## config.mk

```make
export PLATFORM = sky130hd
export DESIGN_NAME = lcv_counter
export DESIGN_NICKNAME = d
export VERILOG_FILES = /design/src/verilog/lcv_counter_pkg.sv /design/src/verilog/violation_tally.sv /design/src/verilog/lcv_counter.sv
export SDC_FILE = /design/constraint.sdc
export NUM_CORES = 1
export LEC_CHECK = 0
export ABC_AREA = 0
export BUFFER_PORTS_ARGS = -buffer_cell sky130_fd_sc_hd__buf_2
export CORE_MARGIN = 8
export CORE_UTILIZATION = 56
export CTS_BUF_LIST = sky130_fd_sc_hd__clkbuf_8 sky130_fd_sc_hd__clkbuf_16
export CTS_CLUSTER_SIZE = 8
export DETAILED_ROUTE_END_ITERATION = 8
export PLACE_DENSITY_LB_ADDON = 0.05
export SYNTH_ARGS = -nofsm -noshare
export SYNTH_HDL_FRONTEND = slang
export SYNTH_SLANG_ARGS = --single-unit
```

## constraint.sdc

```tcl
create_clock -name clk_i -period 3.3 [get_ports clk_i]
set_clock_uncertainty 0.15 [all_clocks]
set_input_delay 0.495 -clock clk_i [delete_from_list [all_inputs] [get_ports clk_i]]
set_output_delay 0.495 -clock clk_i [all_outputs]
set_load 0.02 [all_outputs]
```

## src/verilog/lcv_counter_pkg.sv

```systemverilog
// constants and types shared by the line code violation counter
// Operation
// - keep a 16-bit running count of framer line code violations since last read
// - reading the upper-byte register clears the whole count; a lone lower read clears only bits 7 down to 0
// - upper-byte register returns count bits 15 down to 8
// - lower-byte register returns count bits 7 down to 0
// - upper then lower read clears the whole counter
package lcv_counter_pkg;

  localparam int unsigned ADDR_W  = 12;
  localparam int unsigned DATA_W  = 8;
  localparam int unsigned COUNT_W = 16;

  // offsets within one channel's register page
  localparam logic [ADDR_W-1:0] OFF_COUNT_HIGH = 12'h900;
  localparam logic [ADDR_W-1:0] OFF_COUNT_LOW  = 12'h901;

  localparam logic [COUNT_W-1:0] RESET_COUNT = 16'h0000;
  localparam logic [DATA_W-1:0]  RESET_BYTE  = 8'h00;

  typedef struct packed {
    logic              valid;
    logic [ADDR_W-1:0] addr;
  } rd_req_t;

  typedef enum logic [0:0] {
    ST_LIVE = 1'b0,
    ST_HELD = 1'b1
  } hold_state_t;

endpackage

```

## src/verilog/violation_tally.sv

```systemverilog
// saturating violation tally with whole and low-byte clears
`timescale 1ns/100ps
`default_nettype none
module violation_tally
  import lcv_counter_pkg::*;
#(
  parameter int unsigned WIDTH  = COUNT_W,
  parameter int unsigned LOW_W  = DATA_W
)(
  input  wire logic             clk_i,
  input  wire logic             reset_n_i,
  input  wire logic             inc_i,
  input  wire logic             clr_all_i,
  input  wire logic             clr_low_i,
  output logic [WIDTH-1:0]      count_o
);

  generate
    if (LOW_W == 0 || LOW_W >= WIDTH)
    begin : g_bad_width
      $error("violation_tally: LOW_W must be between 1 and WIDTH-1");
    end
  endgenerate

  logic [WIDTH-1:0] count_q;
  logic [WIDTH-1:0] count_d;
  logic [WIDTH-1:0] base;

  // a violation in the cycle of a clear is kept: the clear acts first
  always_comb
  begin
    base = count_q;
    if (clr_all_i)
    begin
      base = '0;
    end
    else if (clr_low_i)
    begin
      base = {count_q[WIDTH-1:LOW_W], {LOW_W{1'b0}}};
    end
    count_d = base;
    // saturate rather than wrap so a full count never reads as small
    if (inc_i && (base != {WIDTH{1'b1}}))
    begin
      count_d = base + {{(WIDTH-1){1'b0}}, 1'b1};
    end
  end

  always_ff @(posedge clk_i or negedge reset_n_i)
  begin
    if (!reset_n_i)
    begin
      count_q <= WIDTH'(RESET_COUNT);
    end
    else
    begin
      count_q <= count_d;
    end
  end

  assign count_o = count_q;

endmodule
`default_nettype wire

```

## src/verilog/lcv_counter.sv

```systemverilog
// line code violation counter with clear-on-read byte registers
`timescale 1ns/100ps
`default_nettype none
module lcv_counter
  import lcv_counter_pkg::*;
(
  input  wire logic              clk_i,
  input  wire logic              reset_n_i,
  input  wire logic              violation_i,
  input  wire rd_req_t           rd_req_i,
  output logic [DATA_W-1:0]      rd_data_o,
  output logic                   rd_valid_o
);

  generate
    if (COUNT_W != 2 * DATA_W)
    begin : g_bad_width
      $error("lcv_counter: count must be exactly two register bytes");
    end
    if (OFF_COUNT_HIGH == OFF_COUNT_LOW)
    begin : g_bad_offsets
      $error("lcv_counter: the two byte registers need distinct offsets");
    end
  endgenerate

  function automatic logic hits(input logic [ADDR_W-1:0] addr,
                                input logic [ADDR_W-1:0] off);
    hits = (addr == off);
  endfunction

  logic               rd_high;
  logic               rd_low;
  logic               clr_all;
  logic               clr_low;
  logic [COUNT_W-1:0] count_w;

  hold_state_t        state_q;
  hold_state_t        state_d;
  logic [DATA_W-1:0]  hold_q;
  logic [DATA_W-1:0]  hold_d;
  logic [DATA_W-1:0]  data_q;
  logic [DATA_W-1:0]  data_d;
  logic               valid_q;
  logic               valid_d;

  assign rd_high = rd_req_i.valid && hits(rd_req_i.addr, OFF_COUNT_HIGH);
  assign rd_low  = rd_req_i.valid && hits(rd_req_i.addr, OFF_COUNT_LOW);

  // upper read empties the whole tally; its low byte survives in hold_q
  assign clr_all = rd_high;
  // a lone lower read only clears the low byte of the live tally
  assign clr_low = rd_low && (state_q == ST_LIVE);

  violation_tally #(
    .WIDTH (COUNT_W),
    .LOW_W (DATA_W)
  ) violation_tally_inst (
    .clk_i     (clk_i),
    .reset_n_i (reset_n_i),
    .inc_i     (violation_i),
    .clr_all_i (clr_all),
    .clr_low_i (clr_low),
    .count_o   (count_w)
  );

  always_comb
  begin
    state_d = state_q;
    hold_d  = hold_q;
    data_d  = RESET_BYTE;
    valid_d = rd_req_i.valid;
    if (rd_high)
    begin
      data_d  = count_w[COUNT_W-1:DATA_W];
      hold_d  = count_w[DATA_W-1:0];
      state_d = ST_HELD;
    end
    else if (rd_low)
    begin
      unique case (state_q)
        ST_HELD:
        begin
          data_d = hold_q;
        end
        ST_LIVE:
        begin
          data_d = count_w[DATA_W-1:0];
        end
      endcase
      hold_d  = RESET_BYTE;
      state_d = ST_LIVE;
    end
  end

  always_ff @(posedge clk_i or negedge reset_n_i)
  begin
    if (!reset_n_i)
    begin
      state_q <= ST_LIVE;
      hold_q  <= RESET_BYTE;
      data_q  <= RESET_BYTE;
      valid_q <= 1'b0;
    end
    else
    begin
      state_q <= state_d;
      hold_q  <= hold_d;
      data_q  <= data_d;
      valid_q <= valid_d;
    end
  end

  assign rd_data_o  = data_q;
  assign rd_valid_o = valid_q;
endmodule
`default_nettype wire

```

==> results of run 1 <==
path summary, 6_finish.rpt:
check | to | slack [ns] | cells after the start | startpoint
worst max-delay path | violation_tally_inst.count_o[8] | 0.44 | 10 | rd_req_i[5]
worst min-delay path | rd_data_o[0] | 0.11 | 1 | reset_n_i
worst max register to register | violation_tally_inst.count_o[12] | 0.80 | 8 | state_q
worst min register to register | hold_q[0] | 0.34 | 2 | hold_q[0]
max in group asynchronous | rd_valid_o | 2.42 | 1 | reset_n_i
min in group clk_i | rd_valid_o | 0.18 | 1 | rd_req_i[12]
cell usage after synthesis, drive strengths merged (2+ instances only):
cell and n:
and2 2, a31oi 2, a211oi 9, o31ai 3, nand2b 10, and4 3, or3 4, nand2 19
a21oi 5, or4 3, nand3 8, clkbuf 10, nor4 3, o21ai 11, mux2i 10, xor2 2
and3 3, dfrtp 34, nor3 4, nor2 13, inv 4, nand4 9
power breakdown:
group	switching (mW)	total, mW	internal [mW]
clock	0.149	0.371	0.222
combinational	0.0999	0.183	0.0835
sequential	0.0760	0.536	0.460
total	0.325	1.09	0.766
flip-flops by register name, summed over array words and instances (netlist names):
register,count
hold_q,8
state_q,1
rd_valid_o,1
rd_data_o,8
violation_tally_inst.count_o,16
final cells by class:
| class | instances | area share [%] |
|---|---|---|
| Multi-Input combinational cell | 136 | 42.5 |
| Sequential cell | 34 | 40.9 |
| Clock inverter | 3 | 1.93 |
| Clock buffer | 5 | 3.31 |
| Tap cell | 44 | 2.65 |
| Timing Repair Buffer | 30 | 7.95 |
| Inverter | 4 | 0.722 |
logic make-up after synthesis:
family,after synthesis,synth area share [%]
flops,34,47.5
simple gates,83,25.8
buf+inv,15,3.21
mux,11,6.22
fa+ha+maj,1,0.698
compound gates,38,15.1
xor+xnor,3,1.47
through the flow:
step	utilization, %	cells
6_report	68.1	256
5_1_grt	68.1	256
4_1_cts	68.1	256
3_5_place_dp	64.5	248
3_3_place_gp	64.5	248
2_1_floorplan	-	185
metal layers:
| layer | global-route usage (%) | part of all wire [%] | vias to the layer above |
|---|---|---|---|
| met5 | 0 | 0 | - |
| met2 | 27.4 | 50 | 59 |
| met3 | 5.10 | 6.7 | 7 |
| li1 | - | - | 733 |
| met1 | 21.0 | 42 | 749 |
| met4 | 6.00 | 1.3 | 0 |
layout by cell type, fill, tap and decap left out, types with 2 or more instances in the layout:
cell type and count:
sky130_fd_sc_hd__o21ai_1 4, sky130_fd_sc_hd__nand3_1 8, sky130_fd_sc_hd__o21ai_0 7, sky130_fd_sc_hd__buf_4 6, sky130_fd_sc_hd__dfrtp_1 34, sky130_fd_sc_hd__a211oi_1 9, sky130_fd_sc_hd__mux2i_1 10, sky130_fd_sc_hd__nand2_1 19
sky130_fd_sc_hd__clkinv_2 2, sky130_fd_sc_hd__nor2_1 13, sky130_fd_sc_hd__o31ai_1 3, sky130_fd_sc_hd__and4_1 3, sky130_fd_sc_hd__a21oi_1 5, sky130_fd_sc_hd__xor2_1 2, sky130_fd_sc_hd__nor3_1 4, sky130_fd_sc_hd__nand4_1 9
sky130_fd_sc_hd__a31oi_1 2, sky130_fd_sc_hd__or4_4 2, sky130_fd_sc_hd__and3_1 2, sky130_fd_sc_hd__nor4_1 2, sky130_fd_sc_hd__or3_1 4, sky130_fd_sc_hd__buf_2 24, sky130_fd_sc_hd__inv_1 4, sky130_fd_sc_hd__and2_1 2
sky130_fd_sc_hd__nand2b_1 10, sky130_fd_sc_hd__clkbuf_8 5
==> impl_metrics.yaml, run 1 <==
synth:
  ys_seq_elements: 34
  mapped_nets: 202
  cells_taking_the_most_area_after_synthesis: "sky130_fd_sc_hd__dfrtp_1 47%, sky130_fd_sc_hd__mux2i_1 5.6%, sky130_fd_sc_hd__nand2_1 4.0%"
  synth_area_per_cell_um2: 9.68
  synth-main-ff-cell: "sky130_fd_sc_hd__dfrtp_1"
  netlist.area_leader.share_pct: 47.5
  synthCells: 185
  synth_seq_area_share_pct: 47.5
  synth-edff-count: 0
  warnings_from_yosys: 0
  async_sr_flop_fraction_pct: 100
  synth.distinct_cells: 40
  cell_taking_the_most_area_after_synthesis: "sky130_fd_sc_hd__dfrtp_1"
  synthesis.area_um2: 1790
sta:
  worst_slew_margin_rel_pct: 51.8
  min_period_ns: 2.86
  finalHoldWorstSlack_ns: 0.109
  slew_violations: 0
  fin_ws_ns: 0.437
  period_share_pct: 86.8
  rsz0062_at_grt: "no"
  final_hold_viol_count: 0
  worst-slew-pin-transition_ns: 0.722
  report.final.setup_viol: 0
  clock.fmax_mhz: 349
  setup-tns-final_ns: 0
grt:
  grt_antenna_before_repair: 0
  grt_max_degree: 35
  globalRouteTotalUtil_pct: 17.1
  grt_first_pass_wirelength_um: 7000
  overflow: 0
  number_of_global_route_vias_before_repair: 1492
worst_setup_path:
  timing_worst_setup_path_type: "in2reg"
  worst_path_dominant_cell_family: "simple AND/OR/NAND/NOR gates"
  worst_setup_path_start_kind: "input port"
  cp_num_buf_inv: 1
  cp_data_arrival_time_ns: 2.94
  kind_of_capture_point_of_the_worst_setup_path: "register"
  critPathMaxStageDelay_ns: 0.57
  critical-path-slowest-cell: "sky130_fd_sc_hd__or4_4"
  timing.critical_path.required_ns: 3.38
  critical_path.max_fanout: 7
  crit_path_cell_trace: "buf_2 > or4_4 > a2111o_1 > and2_1 > ha_1 > and4_1 > o21ai_0 > nor3_1 > a22oi_1 > o21a_1"
drt:
  via_count: 1548
  postRouteAntennaNets: 0
  post-route-drc-count: 0
  routed_via_density: 6.05
  detailed_route_wire_length_per_cell_um: 16.6
  postRouteWirelength_um: 4250
  detailedRoute.firstIterationViolations: 132
  pre_repair_dr_iteration_count: 4
floorplan:
  die_h_um: 72.6
  ioPinCount: 25
  rows: 20
  fp.dieArea_um2: 5270
  core_area_um2: 3050
  die_w_um: 72.6
  initial_utilization_pct: 58.7
cts:
  cts_buffer_depth: 2
  clock_sink_count: 34
  postCtsSetupBuffers: 0
  clk_pin_slew_ns: 0.07
  clock_tree.htree_level_count: 2
  root_buffer: "sky130_fd_sc_hd__clkbuf_8"
  ctsResizeCount: 0
  clkLatencyLatePin_ns: 0.29
  tritoncts.num_buffers: 5
  cts.hold.buffers_added: 0
  tritoncts_clock_tree: "yes"
cells_and_area:
  multi_input_area_um2: 883
  sequential_cell_area_um2: 851
  fillCellCount: 246
  stdcell_area_um2: 2080
  layout.nets: 228
  antenna_cells: 0
  area_growth_pct: 16.0
  drive_above_1_share_pct: 21.2
status:
  status: "completed"
power:
  vdd.ir_drop.worst_mv: 0.452
  total_leakage_power_nw: 0.900
  total_power_per_unit_cell_area_nw_per_um2: 525
  p_total_mw: 1.09
placement:
  place_ws_ns: 0.201
  rd_place_congestion: 0.993
  dp.final_hpwl_um: 3140
  post_dp_cell_area_um2: 1970
  io_buffers: 24
job:
  max-cap-violations: 0
worst_hold_path:
  worstHoldPathType: "in2async"
No activity file was read; power rests on OpenSTA's default activity.
==> run 2: changes to the inputs <==
Settings changed: GPL_TIMING_DRIVEN set to 0.
==> impl_metrics.yaml, run 2 (synthesis results as in run 1) <==
grt:
  number_of_global_route_vias_before_repair: 1615
  globalRouteTotalUtil_pct: 17.9
  grt_max_degree: 35
  grt_antenna_before_repair: 0
  grt_first_pass_wirelength_um: 7450
  overflow: 0
sta:
  worst-slew-pin-transition_ns: 0.735
  report.final.setup_viol: 0
  clock.fmax_mhz: 322
  rsz0062_at_grt: "no"
  fin_ws_ns: 0.193
  worst_slew_margin_rel_pct: 51.0
  slew_violations: 0
  min_period_ns: 3.11
  period_share_pct: 94.2
  finalHoldWorstSlack_ns: 0.115
  final_hold_viol_count: 0
  setup-tns-final_ns: 0
placement:
  place_ws_ns: -0.00999
  post-place-cells: 252
  io_buffers: 23
  post_dp_cell_area_um2: 1960
  dp.final_hpwl_um: 3100
  rd_place_congestion: 0.924
worst_setup_path:
  worst_setup_path_start_kind: "input port"
  timing.critical_path.required_ns: 3.36
  critical_path.max_fanout: 7
  critical-path-slowest-cell: "sky130_fd_sc_hd__or4b_1"
  cp_num_buf_inv: 2
  worst_path_dominant_cell_family: "simple AND/OR/NAND/NOR gates"
  cp_data_arrival_time_ns: 3.17
  critPathMaxStageDelay_ns: 0.67
  crit_path_cell_trace: "buf_2 > or4b_1 > a2111o_1 > and2_1 > ha_1 > and4_1 > clkbuf_1 > o21ai_0 > nor3_2 > nand3_1 > mux2i_1"
  kind_of_capture_point_of_the_worst_setup_path: "register"
  timing_worst_setup_path_type: "in2reg"
cts:
  clkLatencyLatePin_ns: 0.29
  tritoncts.num_buffers: 5
  clock_sink_count: 34
  cts_buffer_depth: 2
  clk_pin_slew_ns: 0.07
  tritoncts_clock_tree: "yes"
  clock_tree.htree_level_count: 2
  cts.hold.buffers_added: 0
  root_buffer: "sky130_fd_sc_hd__clkbuf_8"
floorplan:
  die_w_um: 72.6
  ioPinCount: 25
  fp.dieArea_um2: 5270
  initial_utilization_pct: 58.7
  die_h_um: 72.6
  core_area_um2: 3050
  rows: 20
worst_hold_path:
  worstHoldPathType: "in2async"
power:
  total_leakage_power_nw: 0.884
  total_power_per_unit_cell_area_nw_per_um2: 531
  p_total_mw: 1.10
  vdd.ir_drop.worst_mv: 0.430
cells_and_area:
  stdcell_area_um2: 2080
  utilization_pct: 68.0
  mostFrequentLayoutCell: "sky130_fd_sc_hd__dfrtp_1"
  largest_register_ffs: 16
  antenna_cells: 0
  drive_above_1_share_pct: 18.5
  layout.nets: 232
  highest_count_cells_in_the_layout_ignoring_fill_and_taps: "34 x sky130_fd_sc_hd__dfrtp_1, 24 x sky130_fd_sc_hd__buf_2, 19 x sky130_fd_sc_hd__nand2_1"
  area_growth_pct: 15.9
  final_cells: 260
drt:
  routed_via_density: 6.08
  wl_met2_um: 2080
  postRouteAntennaNets: 0
  postRouteWirelength_um: 4340
  post-route-drc-count: 0
  dr.max_layer_used: "met4"
  pre_repair_dr_iteration_count: 4
  detailed_route_wire_length_per_cell_um: 16.7
  via_count: 1582
  met1Wirelength_um: 1840
  route.met3.wl_um: 328
  detailedRoute.firstIterationViolations: 124
status:
  status: "completed"
job:
  max-cap-violations: 0
[run 2: cell count changes in the layout (fill, tap and decap cells not counted), sizes merged]
cell / change
clkbuf: +10
buf: -6
[run 2: area by class of cell]
class	count	area (um^2)
repair buffers	23	115
clock inverters	3	40.0
well taps	44	55.1
plain buffers	11	42.5
fillers	260	977
flip-flops and latches	34	851
multi-input cells	136	888
inverters	4	15.0
clock buffers	5	68.8
[run 2: where the power goes]
part	internal, mW	switching [mW]	total (mW)
logic	0.0846	0.121	0.205
registers	0.460	0.0650	0.525
clock network	0.222	0.150	0.372
[run 2: what timing repair did]
action                     in CTS  in global routing
resized for setup               0                  1
setup endpoints to repair       0                  1
buffers inserted                0                  0
[run 2: routing by layer]
layer | vias up | global-route usage [%]
met4 | 0 | 6.00
met3 | 17 | 5.51
li1 | 740 | -
met5 | - | 0
met2 | 78 | 30.2
met1 | 747 | 21.0
[run 2: worst paths after layout]
kind	startpoint	end	slack (ns)	cells after the start
worst max-delay path	rd_req_i[1]	violation_tally_inst.count_o[10]	0.19	11
worst min-delay path	reset_n_i	rd_data_o[1]	0.11	1
worst max register to register	state_q	violation_tally_inst.count_o[12]	0.31	10
worst min register to register	hold_q[1]	hold_q[1]	0.34	2
max in group asynchronous	reset_n_i	violation_tally_inst.count_o[5]	2.42	1
min in group clk_i	rd_req_i[12]	rd_valid_o	0.18	1
